[src/verilog/ppe_map.svh]
// offsets, field positions and reset values of the pull-up enable bank
// assumes inclusion by ppe_bank.sv only; holds definitions, no logic
//
// Contract
// RULE_01 - upper pull-up register decoded at byte 0xC
// RULE_02 - bits 31..24 map pins 7..0 of H
// RULE_03 - bit one enables pull-up, zero disables
// RULE_04 - pull-up off while pin is output/high-z
// RULE_05 - bits 23..0 belong to other ports
// RULE_06 - bits read back last write, reset zero
`ifndef PPE_MAP_SVH
`define PPE_MAP_SVH

// ***************************************************
// register map
// ***************************************************
`define PPE_UPPER_OFS    12'h00C
`define PPE_UPPER_IDX    10'h003
`define PPE_H_PINS       8
`define PPE_WORD_LSB     2
`define PPE_ADDR_MSB     11

// ***************************************************
// field layout and reset values
// ***************************************************
`define PPE_H_MSB        31
`define PPE_H_LSB        24
`define PPE_H_LANE       3
`define PPE_H_RST        8'h00
`define PPE_LOW_MSB      23
`define PPE_LOW_ZERO     24'h000000
`define PPE_WORD_ZERO    32'h00000000

`endif

[src/verilog/ppe_pkg.sv]
// types shared by the pull-up enable bank
// assumes nothing of its surroundings
`default_nettype none

package ppe_pkg;
  typedef logic [7:0]  ppe_pin_vec_type;
  typedef logic [31:0] ppe_word_type;
  typedef logic [11:0] ppe_addr_type;
  typedef logic [3:0]  ppe_strb_type;
endpackage : ppe_pkg

`default_nettype wire

[src/verilog/ppe_bank.sv]
// apb slave holding the port h pull-up enables of the upper register
// assumes apb master on pclk; direction input comes from the port logic
//
// The APB slave port was left to the implementer.
`timescale 1ns/1ps
`default_nettype none
`include "ppe_map.svh"

module ppe_bank (
  input  wire logic                     pclk,
  input  wire logic                     presetn,
  input  wire logic                     psel,
  input  wire logic                     penable,
  input  wire logic                     pwrite,
  input  wire ppe_pkg::ppe_addr_type    paddr,
  input  wire ppe_pkg::ppe_word_type    pwdata,
  input  wire ppe_pkg::ppe_strb_type    pstrb,
  output var  logic                     pready,
  output var  ppe_pkg::ppe_word_type    prdata,
  output var  logic                     pslverr,
  input  wire ppe_pkg::ppe_pin_vec_type port_h_pins_is_input,
  output var  ppe_pkg::ppe_pin_vec_type port_h_pull_on
);

  // ***************************************************
  // bus decode
  // ***************************************************
  logic                     pready_q;
  logic                     pslverr_q;
  ppe_pkg::ppe_word_type    prdata_q;
  ppe_pkg::ppe_pin_vec_type ctrl_q;
  ppe_pkg::ppe_pin_vec_type pull_q;
  logic                     setup;
  logic                     hit;
  logic                     wr_take;

  // setup cycle: first cycle of a transfer
  assign setup = psel & ~penable;

  // RULE_01 word decode
  // compare word index only; bits 1:0 of paddr are ignored
  assign hit = paddr[`PPE_ADDR_MSB:`PPE_WORD_LSB] == `PPE_UPPER_IDX;

  // write lands only at the completing access edge
  assign wr_take = psel & penable & pready_q & pwrite & hit;

  // ***************************************************
  // handshake
  // ***************************************************
  // zero wait states: ready in the first access cycle
  always_ff @(posedge pclk or negedge presetn) begin
    if (!presetn) begin
      pready_q <= 1'b0;
    end else begin
      pready_q <= setup;
    end
  end

  // RULE_01 unmapped error
  // any address other than the one word answers with an error
  always_ff @(posedge pclk or negedge presetn) begin
    if (!presetn) begin
      pslverr_q <= 1'b0;
    end else begin
      pslverr_q <= setup & ~hit;
    end
  end

  // ***************************************************
  // control bits
  // ***************************************************
  // RULE_06 software write
  // only byte lane 3 carries port h; other lanes are dropped
  always_ff @(posedge pclk or negedge presetn) begin
    if (!presetn) begin
      ctrl_q <= `PPE_H_RST;
    end else if (wr_take && pstrb[`PPE_H_LANE]) begin
      ctrl_q <= pwdata[`PPE_H_MSB:`PPE_H_LSB];
    end
  end

  // RULE_05 lower bits zero
  // read data is captured in setup so it is stable during access
  always_ff @(posedge pclk or negedge presetn) begin
    if (!presetn) begin
      prdata_q <= `PPE_WORD_ZERO;
    end else if (setup) begin
      if (hit && !pwrite) begin
        prdata_q <= {ctrl_q, `PPE_LOW_ZERO};
      end else begin
        prdata_q <= `PPE_WORD_ZERO;
      end
    end
  end

  // ***************************************************
  // pad pull-up drive
  // ***************************************************
  // RULE_02 pin order
  // bit n of ctrl_q is register bit 24+n and drives pin n
  for (genvar i = 0; i < `PPE_H_PINS; i++) begin : g_pin
    // RULE_03 RULE_04 gated pull
    // flop adds one cycle but keeps pad control glitch free
    always_ff @(posedge pclk or negedge presetn) begin
      if (!presetn) begin
        pull_q[i] <= 1'b0;
      end else begin
        pull_q[i] <= ctrl_q[i] & port_h_pins_is_input[i];
      end
    end
  end

  // outputs come straight from the flops
  assign pready         = pready_q;
  assign pslverr        = pslverr_q;
  assign prdata         = prdata_q;
  assign port_h_pull_on = pull_q;
endmodule : ppe_bank

`default_nettype wire

[config.mk]
export PLATFORM = sky130hd
export DESIGN_NAME = ppe_bank
export DESIGN_NICKNAME = d
export VERILOG_FILES = /design/src/verilog/ppe_pkg.sv /design/src/verilog/ppe_bank.sv
export VERILOG_INCLUDE_DIRS = /design/src /design/src/verilog
export SDC_FILE = /design/constraint.sdc
export NUM_CORES = 1
export LEC_CHECK = 0
export BUFFER_PORTS_ARGS = -buffer_cell sky130_fd_sc_hd__buf_2
export CORE_MARGIN = 2
export CORE_UTILIZATION = 35
export DETAILED_ROUTE_END_ITERATION = 10
export PLACE_DENSITY = 0.72
export SYNTH_ARGS = -nofsm -noshare
export SYNTH_HDL_FRONTEND = slang
export SYNTH_SLANG_ARGS = --single-unit
[constraint.sdc]
create_clock -name pclk -period 1.9 [get_ports pclk]
set_clock_uncertainty 0.2 [all_clocks]
set_input_delay 0.285 -clock pclk [delete_from_list [all_inputs] [get_ports pclk]]
set_output_delay 0.285 -clock pclk [all_outputs]
set_load 0.005 [all_outputs]
==> out/results.txt <==
I/O pins -> 103
status -> complete, no violations
CP max FO -> 8
worst-path cell with the longest stage delay -> or4_4
most frequent cells in the layout -> buf_2, dfrtp_1, conb_1
antenna violations before repair -> 0
H-tree depth -> 1
worst path buffer plus inverter count -> 2
Fillers -> 328
crit path capture type -> flip-flop
setup violators final -> 0
DRT Pass-1 Iters -> 3
clk slew on worst S/H paths -> 0.13 ns
initial core utilization -> 36.3%
family with the most delay on the worst path -> simple AND/OR/NAND/NOR gates
TNS Setup -> 0 ns
Period Utilization, post-route -> 97.0%
RSZ-0062 raised after global routing -> false
number of vias per cell -> 3.90
Crit path required time -> 1.92 ns
clk root buf -> clkbuf_4
R2R Setup Slk -> 0.35 ns
Sink Count -> 26
register area -> 651 um^2
Vias -> 862
vias in the first global route -> 815
worst vdd rail ir drop -> 0.164 mV
total gr overflow -> 0
die area -> 0.00392 mm^2
post-layout min period -> 1.84 ns
Multi-input gate area -> 430 um^2
sequential element share of the synthesized area -> 54.2%
CP Launch Type -> input pin
WL final -> 2370 um
# nets final -> 237
worst skew pair latency -> 0.31 ns
critical path class -> in -> reg
fmax -> 543 MHz
CTS tree -> done
met3 Use GR -> 1.80%
met1 usage -> 13.8%
power per cell area -> 560 mW/mm^2
post-synthesis cell type count -> 19
Worst Hold Class -> in -> reg
Critical Path, Cell by Cell -> buf_2, or4_4, or4b_1, buf_4, o31ai_1
most common library cell in the layout ignoring fill and taps -> buf_2
max_cap viols -> 0
Top Usage Layer GRT -> met2
layout cells sized above 1 -> 40.6%
Worst Path Arrival -> 1.87 ns
final worst slack -> 0.0575 ns
initial DRC count -> 10
normalized max-slew margin -> 54.5%
Cell Area, Synth -> 0.00120 mm^2
WL per Instance -> 10.7 um
Die Span Y -> 62.6 um
Seq cells post-synth -> 26
ANT cells -> 0
Synth Warn # -> 0
delay of the slowest critical-path stage -> 0.55 ns
Area Overhead vs Synth -> 37.7%
final hold violation count -> 0
postcts setup bufs -> 0
post-route ant nets -> 0
DRC errors left -> 0
FP Rows -> 21
Die Width -> 62.6 um
Mapped Cells -> 105
dpl ws -> -0.295 ns
leakage power -> 0.000902 uW
Final GP Congestion -> 0.793
largest net degree at the start of global routing -> 27
DP Wirelength -> 1660 um
first-pass GRT wire length -> 3890 um
core area -> 0.00331 mm^2
number of port buffers -> 49
Avg Cell Area, Syn -> 11.4 um^2
Worst Tran Pin Value -> 0.682 ns
total CTS buffers -> 3
Total Routing Usage GR -> 12.8%
met2 Use GR -> 24.1%
Power, Total -> 926 uW
CTS max path bufs -> 2
Max Slew Vio Count -> 0
## final timing paths
kind / startpoint / end / cells past startpoint
worst max-delay path: paddr[9] / prdata[31] / 5
worst min-delay path: paddr[4] / pslverr / 4
worst max register to register: pready / ctrl_q[2] / 4
worst min register to register: prdata[27] / prdata[27] / 2
max in group asynchronous: presetn / prdata[28] / 2
min in group asynchronous: presetn / ctrl_q[5] / 2
## cell usage after synthesis
| cell | n | area, um^2 |
|---|---|---|
| or4_4 | 1 | 11.3 |
| nand2b_1 | 1 | 6.26 |
| nor4_1 | 1 | 6.26 |
| and2_1 | 8 | 50.1 |
| nand2_1 | 8 | 30.0 |
| or4b_1 | 1 | 10.0 |
| inv_1 | 9 | 33.8 |
| conb_1 | 1 | 3.75 |
| nand3_1 | 1 | 5.00 |
| dfrtp_1 | 26 | 651 |
| nor4_4 | 1 | 21.3 |
| or4bb_1 | 1 | 11.3 |
| mux2_2 | 8 | 90.1 |
| o31ai_1 | 8 | 60.1 |
| nand4bb_1 | 1 | 11.3 |
| clkbuf_1 | 2 | 7.51 |
| nor2_1 | 2 | 7.51 |
| buf_4 | 24 | 180 |
| buf_2 | 1 | 5.00 |
## per-layer routing
| layer | share of wire [%] | up-vias |
|---|---|---|
| met1 | 38 | 401 |
| met4 | 1.2 | 0 |
| met2 | 56 | 26 |
| met5 | 0 | - |
| li1 | - | 433 |
| met3 | 4.3 | 2 |
## layout make-up
class | instances | area share (%)
Sequential cell | 26 | 39.3
Clock buffer | 4 | 2.19
Timing Repair Buffer | 70 | 26.9
Tap cell | 46 | 3.48
Inverter | 9 | 2.04
Multi-Input combinational cell | 66 | 26.0
## logic make-up (layout without fill, tap and decap cells)
| kind of cell | Yosys count | in the layout | synth area share [%] |
|---|---|---|---|
| compound gates | 8 | 8 | 5.00 |
| buf+inv | 36 | 83 | 18.9 |
| flops | 26 | 26 | 54.2 |
| mux | 8 | 8 | 7.50 |
| other cells | 1 | 24 | 0.312 |
| simple gates | 26 | 26 | 14.2 |
## state kept, by name (all words and copies together), names as in the netlist
signal          count
pslverr             1
port_h_pull_on      8
ctrl_q              8
pready              1
prdata              8
## worst reg2reg max path, stage by stage, from the launching register on
cell and delay, ns:
dfrtp_1 0.37, nand3_1 0.12, nor4_4 0.22, buf_4 0.20, mux2_2 0.34
## power by group
part	internal, uW	total, uW	switching, uW
registers	556	556	0.882
clock network	117	269	152
logic	53.1	99.8	46.7
total	726	926	200
## what timing repair did
action                                  in CTS  in global routing
hold buffers                                17                  0
endpoints found under the hold margin       42                  0
endpoints found under the setup margin       0                  3
resized for setup                            0                  4
## metrics by stage
step	cells	hold WS (ns)	instance area, um^2	util (%)
after floorplan	128	-0.211	1290	-
final	221	0.0914	1650	50.0
after global placement	200	0.105	1430	43.1
after detailed placement	200	0.106	1430	43.1
after CTS	221	0.0834	1630	49.4
after global routing	221	0.117	1650	50.0
Note: power is estimated with default switching activity, not from simulation.
